**src/design/slif_pkg.sv**
```systemverilog
package slif_pkg;
  // Printed offsets are register indexes; byte address is four times the index
  localparam logic [7:0]  IDX_STATUS_CTRL   = 8'h0e;
  localparam logic [7:0]  IDX_THRESHOLD     = 8'h0f;
  localparam logic [11:0] ADDR_STATUS_CTRL  = 12'h038;
  localparam logic [11:0] ADDR_THRESHOLD    = 12'h03c;
  localparam logic [11:0] ADDR_ROUTE        = 12'h040;
  localparam int          BIT_SRC_EN        = 3;
  localparam int          BIT_SIGNAL_FLAG   = 2;
  localparam int          BIT_LOCK_FLAG     = 1;
  localparam int          BIT_LOCK_PIN_EN   = 0;
  localparam int          BIT_ROUTE_A       = 0;
  localparam int          BIT_ROUTE_B       = 1;
  localparam logic        RST_SRC_EN        = 1'b0;
  localparam logic        RST_LOCK_PIN_EN   = 1'b1;
  localparam logic [7:0]  RST_THRESHOLD     = 8'h00;
  localparam logic [1:0]  RST_ROUTE         = 2'h0;
  typedef enum logic [1:0] {
    SLIF_IDLE   = 2'b00,
    SLIF_ACCESS = 2'b01
  } slif_apb_state_t;
endpackage

```
**src/design/slif_flag_if.sv**
```systemverilog
`timescale 1ns/1ps
interface slif_flag_if;
  logic set_evt;
  logic clr_wr;
  logic flag;
  modport owner (input set_evt, input clr_wr, output flag);
  modport user  (output set_evt, output clr_wr, input flag);
endinterface

```
**src/design/slif_sticky_flag.sv**
```systemverilog
`timescale 1ns/1ps
module slif_sticky_flag (
  input  wire logic   clk_sys,
  input  wire logic   rst_n,
  slif_flag_if.owner  fl
);
  // Set wins over a simultaneous write-one clear so no event is lost
  always_ff @(posedge clk_sys or negedge rst_n) begin
    if (!rst_n) begin
      fl.flag <= 1'b0;
    end else if (fl.set_evt) begin
      fl.flag <= 1'b1;
    end else if (fl.clr_wr) begin
      fl.flag <= 1'b0;
    end
  end
endmodule

```
**src/design/slif_signal_lock_irq_flags.sv**
```systemverilog
`timescale 1ns/1ps
// Notes on behaviour
// - Set signal-level flag when measured strength exceeds the threshold.
// - Writing one to the signal-level flag clears it; flag is readable.
// - Lock flag reads 0 while unlocked, 1 once the synthesizer has locked; code sets it on the lock rising edge and holds it until a write-one clear.
// - Writing one to the lock flag clears it to acknowledge lock.
// - Lock pin floats when enable is 0; carries lock when 1 (default).
// - Threshold is 8 bits, same coding as the strength value.
// - Signal-level source may route to output a, b, both, or neither.
module slif_signal_lock_irq_flags
  import slif_pkg::*;
(
  input  wire logic        clk_sys,
  input  wire logic        rst_n,
  input  wire logic        psel,
  input  wire logic        penable,
  input  wire logic        pwrite,
  input  wire logic [11:0] paddr,
  input  wire logic [31:0] pwdata,
  input  wire logic [3:0]  pstrb,
  output logic      [31:0] prdata,
  output logic             pready,
  output logic             pslverr,
  input  wire logic [7:0]  signal_strength,
  input  wire logic        synth_locked,
  output logic             lock_pin_o,
  output logic             lock_pin_oe,
  output logic             irq_out_a,
  output logic             irq_out_b
);
  logic [7:0]      strength_s1;
  logic [7:0]      strength_s2;
  logic [7:0]      strength_s3;
  logic [7:0]      strength_q;
  logic            locked_s1;
  logic            locked_s2;
  logic            locked_d;
  logic            src_en;
  logic            lock_pin_en;
  logic [7:0]      signal_level_threshold;
  logic [1:0]      route;
  logic            wr_take;
  logic            rd_take;
  logic            addr_ok;
  logic            clr_byte;
  logic [31:0]     next_prdata;
  slif_apb_state_t apb_state;

  slif_flag_if sig_fl ();
  slif_flag_if lock_fl ();

  // Pins come from the analog side, so they are synchronised first
  always_ff @(posedge clk_sys or negedge rst_n) begin
    if (!rst_n) begin
      strength_s1 <= 8'h00;
      strength_s2 <= 8'h00;
      locked_s1   <= 1'b0;
      locked_s2   <= 1'b0;
      locked_d    <= 1'b0;
    end else begin
      strength_s1 <= signal_strength;
      strength_s2 <= strength_s1;
      locked_s1   <= synth_locked;
      locked_s2   <= locked_s1;
      locked_d    <= locked_s2;
    end
  end

  // The strength code is a multi-bit word from another domain: bits may land in
  // different cycles, so a value is only used once it has stood for two samples
  always_ff @(posedge clk_sys or negedge rst_n) begin
    if (!rst_n) begin
      strength_s3 <= 8'h00;
      strength_q  <= 8'h00;
    end else begin
      strength_s3 <= strength_s2;
      if (strength_s2 == strength_s3) begin
        strength_q <= strength_s3;
      end
    end
  end

  assign addr_ok  = (paddr == ADDR_STATUS_CTRL) || (paddr == ADDR_THRESHOLD) ||
                    (paddr == ADDR_ROUTE);
  assign wr_take  = (apb_state == SLIF_ACCESS) && psel && penable && pwrite;
  assign rd_take  = (apb_state == SLIF_ACCESS) && psel && penable && !pwrite;
  assign clr_byte = wr_take && pstrb[0] && (paddr == ADDR_STATUS_CTRL);

  // Strict compare, same coding on both sides; source enable gates it
  assign sig_fl.set_evt  = src_en && (strength_q > signal_level_threshold);
  assign sig_fl.clr_wr   = clr_byte && pwdata[BIT_SIGNAL_FLAG];
  // Lock flag sets on the rising edge of lock, so a write-one clear sticks
  assign lock_fl.set_evt = locked_s2 && !locked_d;
  assign lock_fl.clr_wr  = clr_byte && pwdata[BIT_LOCK_FLAG];

  slif_sticky_flag u_sig_flag (
    .clk_sys (clk_sys),
    .rst_n   (rst_n),
    .fl      (sig_fl)
  );

  slif_sticky_flag u_lock_flag (
    .clk_sys (clk_sys),
    .rst_n   (rst_n),
    .fl      (lock_fl)
  );

  // No wait states: answer in the cycle after the setup phase
  always_ff @(posedge clk_sys or negedge rst_n) begin
    if (!rst_n) begin
      apb_state <= SLIF_IDLE;
      pready    <= 1'b0;
      pslverr   <= 1'b0;
    end else begin
      case (apb_state)
        SLIF_IDLE: begin
          pready  <= 1'b0;
          pslverr <= 1'b0;
          if (psel && !penable) begin
            apb_state <= SLIF_ACCESS;
            pready    <= 1'b1;
            pslverr   <= !addr_ok;
          end
        end
        SLIF_ACCESS: begin
          apb_state <= SLIF_IDLE;
          pready    <= 1'b0;
          pslverr   <= 1'b0;
        end
        default: begin
          apb_state <= SLIF_IDLE;
          pready    <= 1'b0;
          pslverr   <= 1'b0;
        end
      endcase
    end
  end

  always_ff @(posedge clk_sys or negedge rst_n) begin
    if (!rst_n) begin
      src_en                 <= RST_SRC_EN;
      lock_pin_en            <= RST_LOCK_PIN_EN;
      signal_level_threshold <= RST_THRESHOLD;
      route                  <= RST_ROUTE;
    end else if (wr_take && pstrb[0]) begin
      if (paddr == ADDR_STATUS_CTRL) begin
        src_en      <= pwdata[BIT_SRC_EN];
        lock_pin_en <= pwdata[BIT_LOCK_PIN_EN];
      end
      if (paddr == ADDR_THRESHOLD) begin
        signal_level_threshold <= pwdata[7:0];
      end
      if (paddr == ADDR_ROUTE) begin
        route <= pwdata[1:0];
      end
    end
  end

  always_comb begin
    next_prdata = 32'h0000_0000;
    if (paddr == ADDR_STATUS_CTRL) begin
      next_prdata[BIT_SRC_EN]      = src_en;
      next_prdata[BIT_SIGNAL_FLAG] = sig_fl.flag;
      next_prdata[BIT_LOCK_FLAG]   = lock_fl.flag;
      next_prdata[BIT_LOCK_PIN_EN] = lock_pin_en;
    end else if (paddr == ADDR_THRESHOLD) begin
      next_prdata[7:0] = signal_level_threshold;
    end else if (paddr == ADDR_ROUTE) begin
      next_prdata[1:0] = route;
    end
  end

  // Read data is captured with pready so it is valid at the sampling edge
  always_ff @(posedge clk_sys or negedge rst_n) begin
    if (!rst_n) begin
      prdata <= 32'h0000_0000;
    end else if (apb_state == SLIF_IDLE && psel && !penable && !pwrite) begin
      prdata <= next_prdata;
    end else if (rd_take) begin
      prdata <= 32'h0000_0000;
    end
  end

  // Outputs registered; pin enable drops to float the pin when disabled
  always_ff @(posedge clk_sys or negedge rst_n) begin
    if (!rst_n) begin
      lock_pin_o  <= 1'b0;
      lock_pin_oe <= 1'b0;
      irq_out_a   <= 1'b0;
      irq_out_b   <= 1'b0;
    end else begin
      lock_pin_o  <= lock_pin_en && locked_s2;
      lock_pin_oe <= lock_pin_en;
      irq_out_a   <= sig_fl.flag && route[BIT_ROUTE_A];
      irq_out_b   <= sig_fl.flag && route[BIT_ROUTE_B];
    end
  end
endmodule

```
**config.mk**
```make
export PLATFORM = sky130hd
export DESIGN_NAME = slif_signal_lock_irq_flags
export DESIGN_NICKNAME = d
export VERILOG_FILES = /design/src/design/slif_pkg.sv /design/src/design/slif_flag_if.sv /design/src/design/slif_sticky_flag.sv /design/src/design/slif_signal_lock_irq_flags.sv
export SDC_FILE = /design/constraint.sdc
export NUM_CORES = 1
export LEC_CHECK = 0
export ABC_AREA = 1
export BUFFER_PORTS_ARGS = -buffer_cell sky130_fd_sc_hd__buf_2
export CORE_MARGIN = 1
export CORE_UTILIZATION = 30
export DETAILED_ROUTE_END_ITERATION = 7
export PLACE_DENSITY = 0.53
export SKIP_LAST_GASP = 1
export SYNTH_ARGS = -nofsm -noshare
export SYNTH_HDL_FRONTEND = slang
export SYNTH_SLANG_ARGS = --single-unit
export TNS_END_PERCENT = 30
```
**constraint.sdc**
```tcl
create_clock -name clk_sys -period 2.4 [get_ports clk_sys]
set_input_delay 0.12 -clock clk_sys [delete_from_list [all_inputs] [get_ports clk_sys]]
set_output_delay 0.12 -clock clk_sys [all_outputs]
set_load 0.01 [all_outputs]
```
=== Yosys cells after proc, flatten, opt, wreduce, memory -nomap -nowiden ===
Cells that the tools add are included.

* Logic and storage cells: 75
* Register bits after elaboration: 89
* Input bits: 62
* Output and inout bits: 38

* Mux-type cells: 17
* Reductions and logical operators: 30
* Order comparisons: 1
* Eq/ne operators: 6

{| class="wikitable"
|+ Operators by type and width
! kind !! number
|-
| $mux 32 || 2
|-
| $eq 12x6->1 const B || 2
|-
| $logic_and 1x1->1 || 17
|-
| $eq 12x7->1 const B || 1
|-
| $eq 8x8->1 || 1
|-
| $gt 8x8->1 || 1
|-
| $mux 1 || 8
|-
| $mux 2 || 4
|-
| $mux 4 || 2
|-
| $mux 6 || 1
|-
| $reduce_and 2->1 || 3
|-
| $reduce_bool 2->1 || 3
|-
| $logic_not 1->1 || 4
|-
| $eq 2x1->1 const B || 1
|-
| $logic_not 2->1 || 1
|-
| $logic_or 1x1->1 || 2
|-
| $ne 2x2->1 const B || 1
|}

=== Longest topological paths before layout ===
Gate-level depths: netlist of the first run.

* Depth in word-level cells: 9
* Depth in mapped cells: 9

=== Modules after synthesis ===
Synthesis of the first run repeated with hierarchy kept, for this count alone.

* Cell total of the unflattened synthesis: 298
* Area total of the unflattened synthesis: 2860.2 um2

{| class="wikitable"
|+ By module, submodules not included
! module !! area an instance (um2) !! instances !! cells an instance
|-
| slif_signal_lock_irq_flags || 2780.2 || 1 || 288
|-
| slif_sticky_flag || 40.0 || 2 || 5
|}

=== Worst setup path before layout of the first run ===
No wires, ideal clock.

* Path kind: reg-to-reg
* Start: register strength_s3[1]
* End: register strength_q[0]
* Data required time: 2.283 ns
* Path slack: 1.186 ns
* Arrival: 1.097 ns
* Clock period less this slack: 1.214 ns
* Cell stages (with the launch flop): 7
* Path through: dfrtp_1 xnor2_1 nand2_1 nor2_2 nand2_2 nand2_1 nand2_1

* Cells in the longest elaborated chain, start to end: 1

{| class="wikitable"
|+ Ends and longest elaborated chain
! element !! RTL line !! source
|-
| start, declared || slif_signal_lock_irq_flags.sv:33 || <nowiki>logic [7:0] strength_s3;</nowiki>
|-
| start signal, assigned || slif_signal_lock_irq_flags.sv:76 || <nowiki>strength_s3 <= strength_s2;</nowiki>
|-
| $eq 8x8->1 || slif_signal_lock_irq_flags.sv:77 || <nowiki>if (strength_s2 == strength_s3) begin</nowiki>
|-
| end signal, assigned || slif_signal_lock_irq_flags.sv:78 || <nowiki>strength_q <= strength_s3;</nowiki>
|-
| end, declared || slif_signal_lock_irq_flags.sv:34 || <nowiki>logic [7:0] strength_q;</nowiki>
|}

No other way between the ends.
A chain may end at the register's enable or synchronous reset.

=== Worst setup path in the final report of the first run ===
* Start: register strength_s3[0]
* End: register strength_q[2]

Same word-level chain as after synthesis.

==> qor.csv, run 1 <==
stage,metric,value,unit
setup_path,Setup crit end,strength_q[2],
cts,H-tree depth,3,
logic_synthesis,"Cell Area, Synth",2849,sq um
setup_path,critical path required time,2620,ps
timing,period utilization,0.5633,
setup_path,Crit Path Class,reg -> reg,
final_layout,final core occ,0.3812,
route,Post-Route WL,4795,microns
logic_synthesis,"area leader, netlist",dfrtp_1,
route,vias,1965,
placed_design,Placer Congestion,0.7444,
pwr,Pleak,1.945,nW
logic_synthesis,Post-synth ARST share,1.000,
cts,Skew-Pair Late Insertion Delay,340,ps
final_layout,Antenna diodes,0,
setup_path,"Max FO, Critical Path",9,
cts,CTS tree,done,
floorplanning,Die H,99.45,microns
setup_path,WP data arrival,1580,ps
route,routed vias/inst,3.930,
setup_path,most frequent cell on the critical path,nand2_1,
route,Routed Antenna Nets,0,
final_layout,Syn-to-layout area delta,23.63,%
cts,maximum root-to-sink buffer count,2,
cts,clk root buf,clkbuf_8,
global_route,number of global-route vias before repair,1884,
logic_synthesis,"count leader, synth",nand2_1,
timing,Fmax,0.7398,GHz
cts,cts repair resizes,0,
pwr,worst vdd ir,0.0003771,V
floorplanning,IO Pins,100,
setup_path,Register-to-Register Setup Slack,1050,ps
timing,fin crit period,1352,ps
worst_hold_path,hold-critical path depth,3,
flow_run,Max Cap Viol,0,
timing,Setup WS post-layout,1048,ps
logic_synthesis,sequential area share after synthesis,0.5626,
timing,Final Setup Violations,0,
floorplanning,# rows,35,
timing,Final Hold Fails,0,
global_route,GR Util All Layers,0.1081,
global_route,total congestion overflow,0,
pwr,Pwr Total,2.339,mW
placed_design,HPWL reported at the end of detailed placement,3517,microns
final_layout,share of layout cells above drive strength 1,0.2345,
setup_path,Worst Setup End Kind,flip-flop,
placed_design,I/O Buffers,48,
floorplanning,Die W,99.45,microns
route,DR pass1 iterations,5,
global_route,first-pass GRT wire length,8190,microns
route,initial DRC count,54,
floorplanning,die area,9890,sq um
cts,"Clk pin slew, worst setup/hold paths",60,ps
setup_path,CP Launch Type,flip-flop,
setup_path,worst r2r src,strength_s3[0],
cts,clk sinks,64,
setup_path,worst path cell trace,"xnor2_1, nand2_1, nor2_2, nand2_2, nand2_1, nand2_1",
global_route,initial antenna violation count,0,
final_layout,Final #Nets,437,
setup_path,"Slowest-stage cell, CP",dfrtp_1,
setup_path,R2R depth,6,
logic_synthesis,"Warnings, synthesis",0,
worst_hold_path,worst hold path class,in -> reg,
timing,final slew viol count,0,
placed_design,placed cells,471,
logic_synthesis,"top cells by area, synth","dfrtp_1, nand2_1, buf_4",
timing,setup TNS,0,ps
route,post-route DRC violation count,0,
logic_synthesis,number of distinct library cells after synthesis,27,
timing,Fin Hold WS,41.01,ps
placed_design,post-place instance area,3162,sq um
floorplanning,initial core utilization,0.3083,
logic_synthesis,register bit total from synthesis,64,
timing,Worst Skew,6.118,ps
logic_synthesis,top-area cell type share of the netlist area,0.5534,
placed_design,Setup WS pre-CTS,1025,ps
logic_synthesis,Syn Inst Count,295,
route,Wirelength per Cell,9.590,microns
setup_path,CP startpoint,strength_s3[0],
cts,cts bufs inserted,9,
outcome,status,completed,
logic_synthesis,dominant synthesized flop cell,dfrtp_1,
floorplanning,Core Area,9240,sq um
cts,Post-CTS Setup Inserts,0,
final_layout,post-route cell area,3522,sq um
logic_synthesis,Mapped Avg Cell Area,9.658,sq um
setup_path,critical path's largest stage delay,390,ps
pwr,PwrDens,664.1,nW/um^2
global_route,largest net degree at the start of global routing,65,
timing,unrepaired setup endpoints after global routing,no,
logic_synthesis,Synth top cells by count,"nand2_1, dfrtp_1, inv_1",
final_layout,Non-Filler Instances,500,
logic_synthesis,Post-synth EDFFs,0,
setup_path,worst reg2reg endpoint,strength_q[2],
worst min-delay path by stage:
stage	from	endpoint	slack (ps)
2_1_floorplan	rst_n	apb_state[0]	-180
3_3_place_gp	rst_n	prdata[1]	160
3_5_place_dp	rst_n	prdata[1]	160
4_1_cts	pwdata[2]	signal_level_threshold[2]	10
5_1_grt	pwdata[0]	signal_level_threshold[0]	40
6_report	pwdata[0]	signal_level_threshold[0]	40
repair_timing:
| action | CTS | global route |
|---|---|---|
| hold buffers | 14 | 0 |
| setup endpoints to repair | 0 | 0 |
| hold endpoints to repair | 76 | 0 |
critical path, delay by kind of cell (launching register included):
| family | cells | cell delay [ps] |
|---|---|---|
| AND/OR/NAND/NOR | 5 | 690 |
| XOR/XNOR | 1 | 160 |
| flip-flops | 1 | 390 |
placed cells by master, fill, tap and decap left out, types with 2 or more instances in the layout:
cell type | netlist | final
a21oi_1 | 4 | 4
buf_2 | 0 | 48
bufinv_16 | 0 | 2
clkbuf_8 | 0 | 11
conb_1 | 1 | 24
dfrtp_1 | 63 | 63
dlygate4sd3_1 | 0 | 14
ha_1 | 8 | 8
inv_1 | 26 | 26
inv_2 | 5 | 5
nand2_1 | 84 | 84
nand2_2 | 6 | 6
nand3_1 | 24 | 24
nor2_1 | 11 | 11
nor2_2 | 4 | 4
nor2_8 | 2 | 2
o211ai_1 | 2 | 2
o21ai_0 | 4 | 4
o21ai_1 | 8 | 8
o21ai_2 | 2 | 2
xnor2_1 | 8 | 8
state kept, by name, indices dropped and copies added, names as in the netlist, 2 cells and up:
register                cells
strength_s1                 8
prdata                      8
signal_level_threshold      8
strength_s2                 8
strength_q                  8
strength_s3                 8
route                       2
power by group:
group	total (mW)	internal, mW	leakage (nW)	switching, mW
Sequential	1.15	1.12	0.776	0.0241
Combinational	0.175	0.0736	1.06	0.101
Clock	1.02	0.634	0.112	0.381
Total	2.34	1.83	1.95	0.506
per-layer routing:
metal,GRT usage,up-vias,part of all wire
met5,0,-,0
met4,0.04751,0,0.0083
met3,0.04287,4,0.052
met2,0.1848,62,0.48
met1,0.1187,875,0.46
li1,-,1024,-
area by class of cell:
cell class	instances	area (sq um)
Fill cell	940	5718
Multi-Input combinational cell	198	1021
Inverter	31	116.4
Tap cell	129	161.4
Sequential cell	64	1603
Timing Repair Buffer	63	400.4
Clock inverter	3	65.06
Clock buffer	12	155.1
cell families after synthesis:
logic type | count (synthesis) | share of synthesized area
AO/OA/AOI/OAI | 23 | 0.04875
XOR/XNOR | 8 | 0.02459
adder cells (fa/ha/maj) | 8 | 0.03514
buffers and inverters | 56 | 0.1094
flip-flops | 64 | 0.5626
other | 1 | 0.001316
AND/OR/NAND/NOR | 135 | 0.2183
Power figures use the tool's default switching activity.
==> inputs of run 2 (changes only) <==
==> constraint.sdc (replaced) <==
create_clock -name clk_sys -period 1.3 [get_ports clk_sys]
set_input_delay 0.065 -clock clk_sys [delete_from_list [all_inputs] [get_ports clk_sys]]
set_output_delay 0.065 -clock clk_sys [all_outputs]
set_load 0.01 [all_outputs]
==> run 2 against run 1 <==
Cell count rose by 2.4%; core utilization rose by 1.1 points; critical path depth rose by 1; worst setup slack got worse by 990 ps; sequential power rose by 84%; largest cell class unchanged.
==> qor.csv, run 2 (same netlist as run 1, synthesis figures left out) <==
stage,metric,value,unit,change
outcome,status,completed,,
setup_path,critical path required time,1530,ps,-1090 ps
cts,Skew-Pair Late Insertion Delay,340,ps,about the same
floorplanning,Die H,99.45,microns,unchanged
setup_path,"CP delay by family, top",flip-flops,,
timing,Fin Hold WS,62.41,ps,+21.41 ps
pwr,worst vdd ir,0.0005474,V,+45%
placed_design,Placer Congestion,0.7504,,+0.81%
global_route,total congestion overflow,0,,unchanged
worst_hold_path,worst hold path class,in -> reg,,
global_route,first-pass GRT wire length,8590,microns,+4.9%
cts,CTS tree,done,,
setup_path,Worst Setup End Kind,flip-flop,,
pwr,Pwr Total,4.102,mW,+75%
final_layout,Final #Nets,448,,+2.5%
cts,cts bufs inserted,9,,unchanged
placed_design,I/O Buffers,48,,unchanged
floorplanning,IO Pins,100,,unchanged
setup_path,CP Launch Type,flip-flop,,
cts,clk sinks,64,,unchanged
setup_path,"Buf+Inv Stages, Crit Path",1,,+1
setup_path,WP data arrival,1470,ps,-110 ps
setup_path,worst path cell trace,"inv_2, ha_1, a21oi_1, o21a_1, nand2_1, nand2_1, nand2_1",,
setup_path,critical path's largest stage delay,370,ps,-20 ps
final_layout,Non-Filler Instances,512,,+2.4%
setup_path,"Slowest-stage cell, CP",dfrtp_1,,
final_layout,"most common cell after layout, fill and taps aside",nand2_1,,
placed_design,Setup WS pre-CTS,-10.62,ps,-1036 ps
global_route,largest net degree at the start of global routing,65,,unchanged
final_layout,share of layout cells above drive strength 1,0.2637,,+0.02921
route,initial DRC count,52,,-3.7%
global_route,number of global-route vias before repair,2025,,+7.5%
pwr,PwrDens,1131,nW/um^2,+70%
final_layout,"commonest non-fill, non-tap cells in the layout","nand2_1, dfrtp_1, buf_2",,
route,DR pass1 iterations,4,,-1
timing,period utilization,0.9558,,+0.3926
global_route,initial antenna violation count,0,,unchanged
route,Routed Antenna Nets,0,,unchanged
timing,unrepaired setup endpoints after global routing,yes,,
final_layout,Antenna diodes,0,,unchanged
timing,Final Setup Violations,0,,unchanged
cts,"Clk pin slew, worst setup/hold paths",70,ps,about the same
timing,Setup WS post-layout,57.43,ps,-990.8 ps
floorplanning,Core Area,9240,sq um,unchanged
placed_design,placed cells,475,,+0.85%
timing,Final Hold Fails,0,,unchanged
timing,fin crit period,1243,ps,-109.2 ps
timing,Worst Skew,10.92,ps,+4.801 ps
route,Post-Route WL,5013,microns,+4.5%
pwr,Pleak,1.961,nW,+0.79%
flow_run,Max Cap Viol,0,,unchanged
timing,final slew viol count,0,,unchanged
route,Wirelength per Cell,9.791,microns,+2.1%
setup_path,most frequent cell on the critical path,nand2_1,,
cts,clk root buf,clkbuf_8,,
cts,maximum root-to-sink buffer count,2,,unchanged
final_layout,Syn-to-layout area delta,27.32,%,
floorplanning,initial core utilization,0.3083,,unchanged
placed_design,HPWL reported at the end of detailed placement,3555,microns,+1.1%
route,post-route DRC violation count,0,,unchanged
route,routed vias/inst,3.949,,+0.49%
floorplanning,# rows,35,,unchanged
timing,Fmax,0.8048,GHz,+8.8%
floorplanning,Die W,99.45,microns,unchanged
setup_path,"Max FO, Critical Path",2,,-7
setup_path,Crit Path Class,reg -> reg,,
global_route,GR Util All Layers,0.1129,,+0.004778
timing,setup TNS,0,ps,unchanged
cts,H-tree depth,3,,unchanged
floorplanning,die area,9890,sq um,unchanged
route,vias,2022,,+2.9%
run 2: cell types whose count changed in the layout (fill, tap and decap cells not counted), sizes merged:
| cell | change |
|---|---|
| nor2 | +1 |
| clkinv | +1 |
| buf | +6 |
| clkbuf | -1 |
| bufinv | -1 |
| dlygate4sd3 | +4 |
| clkinvlp | +2 |
run 2: routing by layer:
metal | routed length, microns | global-route usage
met5 | 0 | 0
met4 | 59 | 0.04186
met3 | 273 | 0.04638
met2 | 2486 | 0.2003
met1 | 2193 | 0.1199
run 2: cell type report:
cell class / instances / area, sq um
Clock buffer: 11 / 131.4
Clock inverter: 5 / 58.81
Fill cell: 935 / 5613
Inverter: 31 / 116.4
Multi-Input combinational cell: 199 / 1071
Sequential cell: 64 / 1603
Tap cell: 129 / 161.4
Timing Repair Buffer: 73 / 485.5
run 2: worst paths after layout:
check | startpoint | endpoint | slack, ps | cells after the start
worst max-delay path | signal_level_threshold[7] | u_sig_flag.fl.flag | 60 | 7
worst min-delay path | psel | apb_state[0] | 60 | 3
worst max register to register | signal_level_threshold[7] | u_sig_flag.fl.flag | 60 | 7
worst min register to register | strength_s1[2] | strength_s2[2] | 350 | 0
max in group asynchronous | rst_n | lock_pin_en | 730 | 3
min in group asynchronous | rst_n | irq_out_a | 260 | 3
run 2: report_power, final:
part / switching (mW) / internal [mW] / total (mW) / leakage [nW]
clock network: 0.741 / 0.886 / 1.63 / 0.0895
logic: 0.197 / 0.156 / 0.353 / 1.10
registers: 0.0471 / 2.08 / 2.12 / 0.776
total: 0.985 / 3.12 / 4.10 / 1.96
run 2: timing repair:
item,in CTS,in global routing
hold buffers,18,0
pin swaps,2,2
setup endpoints to repair,9,20
hold endpoints to repair,84,0
gates cloned,1,0
buffers inserted,0,2
gates resized for setup,2,8
run 2: worst min-delay path, cell delays in order:
cell and delay (ps):
buf_2 100, nand3_1 140, inv_1 50
run 2: stage by stage:
stage               instance area (sq um)    util
finish                               3627  0.3926
global route                         3627  0.3926
CTS                                  3583  0.3878
detailed placement                   3192  0.3454
global placement                     3192  0.3454
floorplan                            2935       -
